### src/rtl/frt_pkg.sv
// frt_pkg: shared constants and types of the free-running / pulse timer
package frt_pkg;

  // ----------------------------------------------------------------------
  // widths
  // ----------------------------------------------------------------------
  localparam int unsigned CNT_W   = 16;
  localparam int unsigned ADDR_W  = 3;
  localparam int unsigned DATA_W  = 32;
  localparam int unsigned BE_W    = 4;
  localparam int unsigned CSEL_W  = 2;
  localparam int unsigned DIV_W   = 3;

  // ----------------------------------------------------------------------
  // register word addresses
  // ----------------------------------------------------------------------
  localparam logic [ADDR_W-1:0] OFS_MODE   = 3'h0;
  localparam logic [ADDR_W-1:0] OFS_CAPCMP = 3'h1;
  localparam logic [ADDR_W-1:0] OFS_OUTCTL = 3'h2;
  localparam logic [ADDR_W-1:0] OFS_PRESC  = 3'h3;
  localparam logic [ADDR_W-1:0] OFS_COUNT  = 3'h4;
  localparam logic [ADDR_W-1:0] OFS_REG_A  = 3'h5;
  localparam logic [ADDR_W-1:0] OFS_REG_B  = 3'h6;

  // ----------------------------------------------------------------------
  // field positions
  // ----------------------------------------------------------------------
  localparam int unsigned MODE_OVF_BIT = 0;
  localparam int unsigned MODE_CTE_BIT = 1;
  localparam int unsigned MODE_SEL_LSB = 2;
  localparam int unsigned CC_A_CAP_BIT = 0;
  localparam int unsigned CC_A_SRC_BIT = 1;
  localparam int unsigned CC_B_CAP_BIT = 2;
  localparam int unsigned OC_EN_BIT    = 0;
  localparam int unsigned OC_SRC_LSB   = 2;
  localparam int unsigned OC_LVL_BIT   = 4;
  localparam int unsigned PR_CLK_LSB   = 0;
  localparam int unsigned PR_EA_LSB    = 3;
  localparam int unsigned PR_EB_LSB    = 5;

  // ----------------------------------------------------------------------
  // encodings
  // ----------------------------------------------------------------------
  localparam logic [1:0] MODE_STOP = 2'h0;
  localparam logic [1:0] MODE_FREE = 2'h1;
  localparam logic [1:0] MODE_PPG  = 2'h3;
  localparam logic [1:0] EDGE_FALL = 2'h0;
  localparam logic [1:0] EDGE_RISE = 2'h1;
  localparam logic [1:0] EDGE_BOTH = 2'h3;

  // ----------------------------------------------------------------------
  // reset and counter values
  // ----------------------------------------------------------------------
  localparam logic [CNT_W-1:0]  CNT_ZERO  = 16'h0000;
  localparam logic [CNT_W-1:0]  CNT_ONE   = 16'h0001;
  localparam logic [CNT_W-1:0]  CNT_MAX   = 16'hffff;
  localparam logic [1:0]        FIELD2_RST = 2'h0;
  localparam logic [DATA_W-1:0] DATA_ZERO = 32'h0000_0000;

  typedef enum logic {FRT_BUS_IDLE, FRT_BUS_ACK} frt_bus_t;

endpackage : frt_pkg

### src/rtl/frt_prescaler.sv
// frt_prescaler: count-clock tick generator, divide by 1, 2, 4 or 8
`timescale 1ns/10ps
`default_nettype none
module frt_prescaler #(
  parameter int unsigned SEL_W = frt_pkg::CSEL_W,
  parameter int unsigned DIV_W = frt_pkg::DIV_W
) (
  input  wire logic             clk,
  input  wire logic             rst_n,
  input  wire logic             run,
  input  wire logic [SEL_W-1:0] sel,
  output logic                  tick
);
  import frt_pkg::*;

  logic [DIV_W-1:0] div_r;
  logic [DIV_W-1:0] mask;

  // low sel bits of the divider must all be ones for a tick
  assign mask = ~({DIV_W{1'b1}} << sel);

  // divider free-runs only while the timer runs so start is deterministic
  always_ff @(posedge clk or negedge rst_n) begin
    if (!rst_n) begin
      div_r <= '0;
    end else if (run) begin
      div_r <= div_r + {{(DIV_W-1){1'b0}}, 1'b1};
    end else begin
      div_r <= '0;
    end
  end

  always_ff @(posedge clk or negedge rst_n) begin
    if (!rst_n) begin
      tick <= 1'b0;
    end else begin
      tick <= run && ((div_r & mask) == mask);
    end
  end

endmodule : frt_prescaler
`default_nettype wire

### src/rtl/frt_edge_sync.sv
// frt_edge_sync: three-stage pin synchroniser with rise and fall pulses
`timescale 1ns/10ps
`default_nettype none
module frt_edge_sync (
  input  wire logic clk,
  input  wire logic rst_n,
  input  wire logic pin,
  output logic      rise,
  output logic      fall
);
  logic s1_r;
  logic s2_r;
  logic s3_r;
  logic level_r;
  logic agree;

  // a change counts only once stages two and three agree
  assign agree = (s2_r == s3_r) && (s3_r != level_r);

  always_ff @(posedge clk or negedge rst_n) begin
    if (!rst_n) begin
      s1_r    <= 1'b0;
      s2_r    <= 1'b0;
      s3_r    <= 1'b0;
      level_r <= 1'b0;
      rise    <= 1'b0;
      fall    <= 1'b0;
    end else begin
      s1_r    <= pin;
      s2_r    <= s1_r;
      s3_r    <= s2_r;
      level_r <= agree ? s3_r : level_r;
      rise    <= agree && s3_r;
      fall    <= agree && !s3_r;
    end
  end

endmodule : frt_edge_sync
`default_nettype wire

### src/rtl/frt_timer.sv
// frt_timer: 16-bit free-running / pulse generator timer, Avalon-MM slave
//
// What this block does
// - mode 01 counts up every count tick
// - after FFFFH set overflow, wrap, keep counting
// - overflow sticks until software writes zero
// - each register independently compare or capture
// - both compare: toggle source picks the match that toggles, either raises irq
// - compare match never disturbs the counter outside mode 11
// - A compare, B capture: A match toggles
// - B capture: trigger A edge loads, irq B
// - B captures only from trigger A
// - A captures from trigger A or B
// - only trigger B enabled: B never loads
// - both capture: toggle only if bit1 set
// - toggle source 10 is B, 11 either
// - mode 11 clears on A, pulses width B
// - pulse period is A plus one ticks
// - duty is B plus one over A plus one
// - pulse mode: A match irq A, B irq B
// - reading counter never disturbs counting
// - trigger B edge chosen by bits 6:5
`timescale 1ns/10ps
`default_nettype none
module frt_timer (
  input  wire logic                        clk,
  input  wire logic                        rst_n,
  input  wire logic [frt_pkg::ADDR_W-1:0]  avs_address,
  input  wire logic                        avs_read,
  input  wire logic                        avs_write,
  input  wire logic [frt_pkg::DATA_W-1:0]  avs_writedata,
  input  wire logic [frt_pkg::BE_W-1:0]    avs_byteenable,
  output logic      [frt_pkg::DATA_W-1:0]  avs_readdata,
  output logic                             avs_waitrequest,
  input  wire logic                        trigger_input_a,
  input  wire logic                        trigger_input_b,
  output logic                             timer_output_pin,
  output logic                             match_irq_a,
  output logic                             match_irq_b
);
  import frt_pkg::*;

  // ----------------------------------------------------------------------
  // state
  // ----------------------------------------------------------------------
  frt_bus_t           bus_state_r;
  logic [1:0]         mode_select_r;
  logic               capture_toggle_enable_r;
  logic               overflow_flag_r;
  logic               a_capture_r;
  logic               a_src_rev_r;
  logic               b_capture_r;
  logic               output_enable_bit_r;
  logic [1:0]         toggle_src_r;
  logic [CSEL_W-1:0]  clk_sel_r;
  logic [1:0]         edge_select_a_r;
  logic [1:0]         edge_select_b_r;
  logic [CNT_W-1:0]   up_counter_r;
  logic [CNT_W-1:0]   capcomp_reg_a_r;
  logic [CNT_W-1:0]   capcomp_reg_b_r;
  logic               toggle_ff_r;

  logic               tick;
  logic               rise_a;
  logic               fall_a;
  logic               rise_b;
  logic               fall_b;
  logic               run;
  logic               in_ppg;
  logic               a_is_cap;
  logic               b_is_cap;
  logic               use_rev;
  logic               match_a;
  logic               match_b;
  logic               edge_a_ok;
  logic               cap_a_ev;
  logic               cap_b_ev;
  logic               toggle_ev;
  logic               ppg_clear;
  logic               wr_en;
  logic               wr_lane0;
  logic [DATA_W-1:0]  rd_mux;

  // ----------------------------------------------------------------------
  // helpers
  // ----------------------------------------------------------------------
  // true when the selected edge kind is present this cycle
  function automatic logic edge_hit(input logic [1:0] sel,
                                    input logic       r,
                                    input logic       f);
    edge_hit = ((sel == EDGE_RISE) && r) || ((sel == EDGE_FALL) && f) ||
               ((sel == EDGE_BOTH) && (r || f));
  endfunction : edge_hit

  // byte-lane merge of a 16-bit register
  function automatic logic [CNT_W-1:0] be_merge(
      input logic [CNT_W-1:0]  old,
      input logic [DATA_W-1:0] wd,
      input logic [BE_W-1:0]   be);
    be_merge = {be[1] ? wd[15:8] : old[15:8], be[0] ? wd[7:0] : old[7:0]};
  endfunction : be_merge

  // ----------------------------------------------------------------------
  // submodules
  // ----------------------------------------------------------------------
  frt_prescaler #(
    .SEL_W (CSEL_W),
    .DIV_W (DIV_W)
  ) u_presc (
    .clk   (clk),
    .rst_n (rst_n),
    .run   (run),
    .sel   (clk_sel_r),
    .tick  (tick)
  );

  frt_edge_sync u_sync_a (
    .clk   (clk),
    .rst_n (rst_n),
    .pin   (trigger_input_a),
    .rise  (rise_a),
    .fall  (fall_a)
  );

  frt_edge_sync u_sync_b (
    .clk   (clk),
    .rst_n (rst_n),
    .pin   (trigger_input_b),
    .rise  (rise_b),
    .fall  (fall_b)
  );

  // ----------------------------------------------------------------------
  // avalon slave: one wait cycle, then one cycle with waitrequest low
  // ----------------------------------------------------------------------
  assign wr_en    = avs_write && (bus_state_r == FRT_BUS_ACK);
  assign wr_lane0 = wr_en && avs_byteenable[0];

  // handshake state; the request is held by the master until it sees low
  always_ff @(posedge clk or negedge rst_n) begin
    if (!rst_n) begin
      bus_state_r     <= FRT_BUS_IDLE;
      avs_waitrequest <= 1'b1;
    end else begin
      case (bus_state_r)
        FRT_BUS_IDLE: begin
          if (avs_read || avs_write) begin
            bus_state_r     <= FRT_BUS_ACK;
            avs_waitrequest <= 1'b0;
          end
        end
        FRT_BUS_ACK: begin
          bus_state_r     <= FRT_BUS_IDLE;
          avs_waitrequest <= 1'b1;
        end
        default: begin
          bus_state_r     <= FRT_BUS_IDLE;
          avs_waitrequest <= 1'b1;
        end
      endcase
    end
  end

  // read mux; unmapped words and unused bits read zero
  always_comb begin
    rd_mux = DATA_ZERO;
    case (avs_address)
      OFS_MODE: begin
        rd_mux[MODE_SEL_LSB +: 2] = mode_select_r;
        rd_mux[MODE_CTE_BIT]      = capture_toggle_enable_r;
        rd_mux[MODE_OVF_BIT]      = overflow_flag_r;
      end
      OFS_CAPCMP: begin
        rd_mux[CC_A_CAP_BIT] = a_capture_r;
        rd_mux[CC_A_SRC_BIT] = a_src_rev_r;
        rd_mux[CC_B_CAP_BIT] = b_capture_r;
      end
      OFS_OUTCTL: begin
        rd_mux[OC_EN_BIT]       = output_enable_bit_r;
        rd_mux[OC_SRC_LSB +: 2] = toggle_src_r;
        rd_mux[OC_LVL_BIT]      = toggle_ff_r;
      end
      OFS_PRESC: begin
        rd_mux[PR_CLK_LSB +: CSEL_W] = clk_sel_r;
        rd_mux[PR_EA_LSB +: 2]       = edge_select_a_r;
        rd_mux[PR_EB_LSB +: 2]       = edge_select_b_r;
      end
      OFS_COUNT: rd_mux[CNT_W-1:0] = up_counter_r;
      OFS_REG_A: rd_mux[CNT_W-1:0] = capcomp_reg_a_r;
      OFS_REG_B: rd_mux[CNT_W-1:0] = capcomp_reg_b_r;
      default:   rd_mux = DATA_ZERO;
    endcase
  end

  // read data latched as waitrequest drops, stands through the ack cycle
  always_ff @(posedge clk or negedge rst_n) begin
    if (!rst_n) begin
      avs_readdata <= DATA_ZERO;
    end else if ((bus_state_r == FRT_BUS_IDLE) && avs_read) begin
      avs_readdata <= rd_mux;
    end
  end

  // ----------------------------------------------------------------------
  // control registers
  // ----------------------------------------------------------------------
  always_ff @(posedge clk or negedge rst_n) begin
    if (!rst_n) begin
      mode_select_r           <= MODE_STOP;
      capture_toggle_enable_r <= 1'b0;
    end else if (wr_lane0 && (avs_address == OFS_MODE)) begin
      mode_select_r           <= avs_writedata[MODE_SEL_LSB +: 2];
      capture_toggle_enable_r <= avs_writedata[MODE_CTE_BIT];
    end
  end

  always_ff @(posedge clk or negedge rst_n) begin
    if (!rst_n) begin
      a_capture_r <= 1'b0;
      a_src_rev_r <= 1'b0;
      b_capture_r <= 1'b0;
    end else if (wr_lane0 && (avs_address == OFS_CAPCMP)) begin
      a_capture_r <= avs_writedata[CC_A_CAP_BIT];
      a_src_rev_r <= avs_writedata[CC_A_SRC_BIT];
      b_capture_r <= avs_writedata[CC_B_CAP_BIT];
    end
  end

  always_ff @(posedge clk or negedge rst_n) begin
    if (!rst_n) begin
      output_enable_bit_r <= 1'b0;
      toggle_src_r        <= FIELD2_RST;
    end else if (wr_lane0 && (avs_address == OFS_OUTCTL)) begin
      output_enable_bit_r <= avs_writedata[OC_EN_BIT];
      toggle_src_r        <= avs_writedata[OC_SRC_LSB +: 2];
    end
  end

  always_ff @(posedge clk or negedge rst_n) begin
    if (!rst_n) begin
      clk_sel_r       <= FIELD2_RST;
      edge_select_a_r <= FIELD2_RST;
      edge_select_b_r <= FIELD2_RST;
    end else if (wr_lane0 && (avs_address == OFS_PRESC)) begin
      clk_sel_r       <= avs_writedata[PR_CLK_LSB +: CSEL_W];
      edge_select_a_r <= avs_writedata[PR_EA_LSB +: 2];
      edge_select_b_r <= avs_writedata[PR_EB_LSB +: 2];
    end
  end

  // ----------------------------------------------------------------------
  // event decode
  // ----------------------------------------------------------------------
  assign run       = (mode_select_r != MODE_STOP);
  assign in_ppg    = (mode_select_r == MODE_PPG);
  // pulse mode forces both registers to compare
  assign a_is_cap  = a_capture_r && !in_ppg;
  assign b_is_cap  = b_capture_r && !in_ppg;
  // with both capturing, A must take trigger B so the two never collide
  assign use_rev   = a_src_rev_r && !b_is_cap;
  // matches are judged once per count tick, against the held count
  assign match_a   = tick && !a_is_cap && (up_counter_r == capcomp_reg_a_r);
  assign match_b   = tick && !b_is_cap && (up_counter_r == capcomp_reg_b_r);
  assign ppg_clear = in_ppg && match_a;
  assign edge_a_ok = edge_hit(edge_select_a_r, rise_a, fall_a);
  assign cap_b_ev  = b_is_cap && edge_a_ok;
  assign cap_a_ev  = a_is_cap &&
                     (use_rev ? edge_hit(edge_select_a_r, fall_a, rise_a)
                              : edge_hit(edge_select_b_r, rise_b, fall_b));

  // free-running toggles; simultaneous matches give a single inversion
  assign toggle_ev = (toggle_src_r[0] && match_a) ||
                     (toggle_src_r[1] && match_b) ||
                     (a_is_cap && b_is_cap && capture_toggle_enable_r &&
                      edge_a_ok);

  // ----------------------------------------------------------------------
  // counter and overflow
  // ----------------------------------------------------------------------
  // compare matches in free-running mode leave the count alone
  always_ff @(posedge clk or negedge rst_n) begin
    if (!rst_n) begin
      up_counter_r <= CNT_ZERO;
    end else if (!run) begin
      up_counter_r <= CNT_ZERO;
    end else if (tick) begin
      if (ppg_clear) begin
        up_counter_r <= CNT_ZERO;
      end else begin
        up_counter_r <= up_counter_r + CNT_ONE;
      end
    end
  end

  // set wins over a software clear in the same cycle; writing 1 is ignored
  always_ff @(posedge clk or negedge rst_n) begin
    if (!rst_n) begin
      overflow_flag_r <= 1'b0;
    end else if (tick && (up_counter_r == CNT_MAX)) begin
      overflow_flag_r <= 1'b1;
    end else if (wr_lane0 && (avs_address == OFS_MODE) &&
                 !avs_writedata[MODE_OVF_BIT]) begin
      overflow_flag_r <= 1'b0;
    end
  end

  // ----------------------------------------------------------------------
  // capture / compare registers; a capture beats a same-cycle write
  // ----------------------------------------------------------------------
  always_ff @(posedge clk or negedge rst_n) begin
    if (!rst_n) begin
      capcomp_reg_a_r <= CNT_ZERO;
    end else if (cap_a_ev) begin
      capcomp_reg_a_r <= up_counter_r;
    end else if (wr_en && (avs_address == OFS_REG_A)) begin
      capcomp_reg_a_r <= be_merge(capcomp_reg_a_r, avs_writedata,
                                  avs_byteenable);
    end
  end

  // a write mid-pulse takes effect at once; software times it safely
  always_ff @(posedge clk or negedge rst_n) begin
    if (!rst_n) begin
      capcomp_reg_b_r <= CNT_ZERO;
    end else if (cap_b_ev) begin
      capcomp_reg_b_r <= up_counter_r;
    end else if (wr_en && (avs_address == OFS_REG_B)) begin
      capcomp_reg_b_r <= be_merge(capcomp_reg_b_r, avs_writedata,
                                  avs_byteenable);
    end
  end

  // ----------------------------------------------------------------------
  // interrupt pulses
  // ----------------------------------------------------------------------
  // reverse-phase captures of A raise no irq so pulse measuring stays quiet
  always_ff @(posedge clk or negedge rst_n) begin
    if (!rst_n) begin
      match_irq_a <= 1'b0;
      match_irq_b <= 1'b0;
    end else begin
      match_irq_a <= match_a || (cap_a_ev && !use_rev);
      match_irq_b <= match_b || cap_b_ev;
    end
  end

  // ----------------------------------------------------------------------
  // output toggle flip-flop and pin
  // ----------------------------------------------------------------------
  // pulse mode sets at the A match (count restarts) and clears at B,
  // so the pin is high for counts 0..B: B+1 ticks out of A+1
  always_ff @(posedge clk or negedge rst_n) begin
    if (!rst_n) begin
      toggle_ff_r <= 1'b0;
    end else if (in_ppg) begin
      if (match_a) begin
        toggle_ff_r <= 1'b1;
      end else if (match_b) begin
        toggle_ff_r <= 1'b0;
      end
    end else if (toggle_ev) begin
      toggle_ff_r <= !toggle_ff_r;
    end
  end

  always_ff @(posedge clk or negedge rst_n) begin
    if (!rst_n) begin
      timer_output_pin <= 1'b0;
    end else begin
      timer_output_pin <= output_enable_bit_r && toggle_ff_r;
    end
  end

endmodule : frt_timer
`default_nettype wire

### config.mk
export PLATFORM = sky130hd
export DESIGN_NAME = frt_timer
export DESIGN_NICKNAME = d
export VERILOG_FILES = /design/src/rtl/frt_pkg.sv /design/src/rtl/frt_prescaler.sv /design/src/rtl/frt_edge_sync.sv /design/src/rtl/frt_timer.sv
export SDC_FILE = /design/constraint.sdc
export NUM_CORES = 1
export LEC_CHECK = 0
export ABC_AREA = 1
export BUFFER_PORTS_ARGS = -buffer_cell sky130_fd_sc_hd__buf_4
export CORE_MARGIN = 5
export CORE_UTILIZATION = 40
export CTS_CLUSTER_DIAMETER = 80
export DETAILED_ROUTE_END_ITERATION = 8
export PLACE_DENSITY = 0.68
export SYNTH_ARGS = -nofsm -noshare
export SYNTH_HDL_FRONTEND = slang
export SYNTH_SLANG_ARGS = --single-unit
### constraint.sdc
create_clock -name clk -period 2.3 [get_ports clk]
set_clock_uncertainty 0.15 [all_clocks]
set_input_delay 0.115 -clock clk [delete_from_list [all_inputs] [get_ports clk]]
set_output_delay 0.115 -clock clk [all_outputs]
set_load 0.05 [all_outputs]
==> out/metrics.cfg <==
[setup_path]
cp-startpoint = mode_select_r[0]
reg2reg_slack_ns = 0.24
required_ns = 2.42
worstPathArrival_ns = 2.18
r2r-start = mode_select_r[0]
cp_top_family = simple AND/OR/NAND/NOR gates
path_class = reg2reg
critical_path.startpoint_type = flop
critical_path.max_stage_delay_ns = 0.41
worst-path-buf-inv = 2
r2r-end = capcomp_reg_a_r[3]
crit_fanout = 15
r2r_cells = 9
crit_chain = nand2_2 -> inv_4 -> nor2_4 -> nor2_2 -> nand4_1 -> nand3_2 -> inv_2 -> nand2_1 -> o211ai_1
critPathSlowestCell = dfrtp_1
end_kind = flop

[yosys]
synth-edff-count = 0
synthDistinctLibCells = 43
synth_cells = 739
synthFlopType = dfrtp_1
synth_area_per_cell_um2 = 7.73
yosys_warnings = 0
synthTopCellsByArea = dfrtp_1 44%, nand2_1 12%, nand3_1 6.5%
synth_top_area_cell = dfrtp_1
synth_top_area_share_pct = 44.2
synth_async_sr_flop_share_pct = 100
ys_seq_area_share_pct = 44.7
ys_ff_latch = 102
syn_area_mm2 = 0.00571

[clock_tree]
h-tree-depth = 3
cts_hold_buf = 21
postCtsSetupBuffers = 0
cts_tree = done
clockRootBuffer = clkbuf_16
cts.sinks = 102
cts_made_buffers = 9
insertion_delay_ns = 0.36
post_cts_resized = 0
clkTransAtPathRegs_ns = 0.07
cts_buffer_depth = 2

[grt]
gr-total-overflow = 0
grt_first_pass_wirelength_mm = 26.7
gr-usage-all-layers_pct = 20.5
grt_max_degree = 50
antenna_found_initial = 0
grt_pass1_vias = 5208

[place]
globalplace.congestion = 0.899
dpl.hpwl_mm = 12.2
portBuffers = 46
place_ws_ns = 0.272

[detailed_routing]
drt-met1-wl_mm = 6.97
via_count = 5180
wl_met2_mm = 7.44
viasPerCell = 5.20
dr_wl_met3_mm = 1.24
drtPass1Iterations = 5
drcViolationCount = 0
highest_layer = met4
dr.first_iter.drc_count = 590
postRouteAntennaNets = 0
routedWlPerCell_um = 16.2
wl_mm = 16.1

[floorplan]
initial_core_util_pct = 41.0
core_region_area_mm2 = 0.0139
fp.dieH_um = 129
core.rowCount = 43
die_w_um = 129
die-area_mm2 = 0.0168
io_pins = 81

[pwr]
vdd_drop_max_mv = 0.451
p_leak_uw = 0.00318
pwr_density_cell_mw_per_mm2 = 986

[final_layout]
multiInputGateArea_mm2 = 0.00261
antenna_cells = 0
final_layout_size_suffix_gt1_share_pct = 15.3
fin_nets = 859
synthToLayoutAreaGrowth_pct = 17.3
nFillCells = 1384
fin_util_pct = 48.1
regArea_mm2 = 0.00255

[timing]
timing.hold.ws_ns = 0.0870
worst_pin_slew_ns = 0.502
fin_ws_ns = 0.244
min_period_over_period_pct = 89.4
drv_slew = 0
maxSlewHeadroom_pct = 66.3
hold_viol = 0
finalSetupViolCount = 0
fin_crit_ns = 2.06
fmax_mhz = 486
rsz0062_at_grt = no
setup_tns_ns = 0

[outcome]
outcome = completed

[job]
drv_cap = 0

[hold_path]
hold_class = in2async

[worst max path at each step]
stage	endpoint	slack, ns	cells past startpoint
after floorplan	up_counter_r[6]	0.70	8
after global placement	capcomp_reg_a_r[1]	0.32	9
after detailed placement	capcomp_reg_a_r[1]	0.27	9
after CTS	capcomp_reg_a_r[3]	0.25	9
after global routing	capcomp_reg_a_r[3]	0.09	9
final	capcomp_reg_a_r[3]	0.24	9
[through the flow]
step	cell area, µm²	std cells	power, µW
finish	6700	997	6610
global route	6700	997	7110
CTS	6700	997	6620
detailed placement	6230	960	5200
global placement	6230	960	5150
floorplan	5770	754	4520
[cell families (layout without fill, tap and decap cells)]
kind of cell               after synthesis  in the layout  synth area share [%]
DFF                                    102            102                  44.7
muxes                                    1              1                 0.197
buffers and inverters                  130            193                  10.6
AOI/OAI and AO/OA                      116            116                  12.4
xor gates and xnor gates                14             14                  2.15
other                                    1             16                0.0657
adders and majority gates                2              2                 0.438
and+or+nand+nor                        373            373                  29.5
[cells in the final DEF, fill, tap and decap left out, types with 19 or more instances in the layout]
master	n
nand2_1	180
dfrtp_1	101
inv_1	79
nand3_1	74
buf_4	63
nor2_1	56
o21ai_0	41
o211ai_1	33
dlygate4sd3_1	21
nor2_2	19
[synthesized netlist by cell type (3+ instances only)]
library cell / count
o211ai_1: 33
a221oi_1: 4
nor3_1: 11
inv_1: 79
nor2_4: 3
dfrtp_1: 101
nand4_1: 14
nor2_1: 56
o21ai_0: 41
xor2_1: 7
nand2_2: 5
o21ai_1: 4
clkbuf_1: 5
a21oi_1: 15
buf_2: 10
buf_4: 20
nand2_1: 180
inv_2: 12
o22ai_1: 15
nand3_1: 74
xnor2_1: 7
nor2_2: 19
[cell type report]
type / instances / share of cell area (%)
clock buffer: 12 / 3.53
clock inverter: 4 / 0.355
inverter: 92 / 5.19
multi-input combinational: 522 / 39.0
sequential: 102 / 38.1
tap: 180 / 3.36
timing repair buffer: 85 / 10.5
[power breakdown]
group          switching, µW  internal [µW]  leakage [µW]  total, µW
clock                    664            732      0.000130       1400
combinational           1560            904       0.00176       2470
sequential               460           2290       0.00128       2750
total                   2690           3920       0.00318       6610
[sequential cells by signal (all words and copies together) (netlist names), 2 cells and up]
| signal | count |
|---|---|
| clk_sel_r | 2 |
| capcomp_reg_a_r | 16 |
| edge_select_a_r | 2 |
| u_presc.div_r | 3 |
| mode_select_r | 2 |
| toggle_src_r | 2 |
| avs_readdata | 16 |
| edge_select_b_r | 2 |
| up_counter_r | 16 |
| capcomp_reg_b_r | 16 |
[layer usage]
metal  track usage, %  vias to the layer above
li1                 -                     2545
met1             28.1                     2402
met2             32.0                      196
met3             3.22                       37
met4             9.23                        0
met5                0                        -
Power figures use the tool's default switching activity.
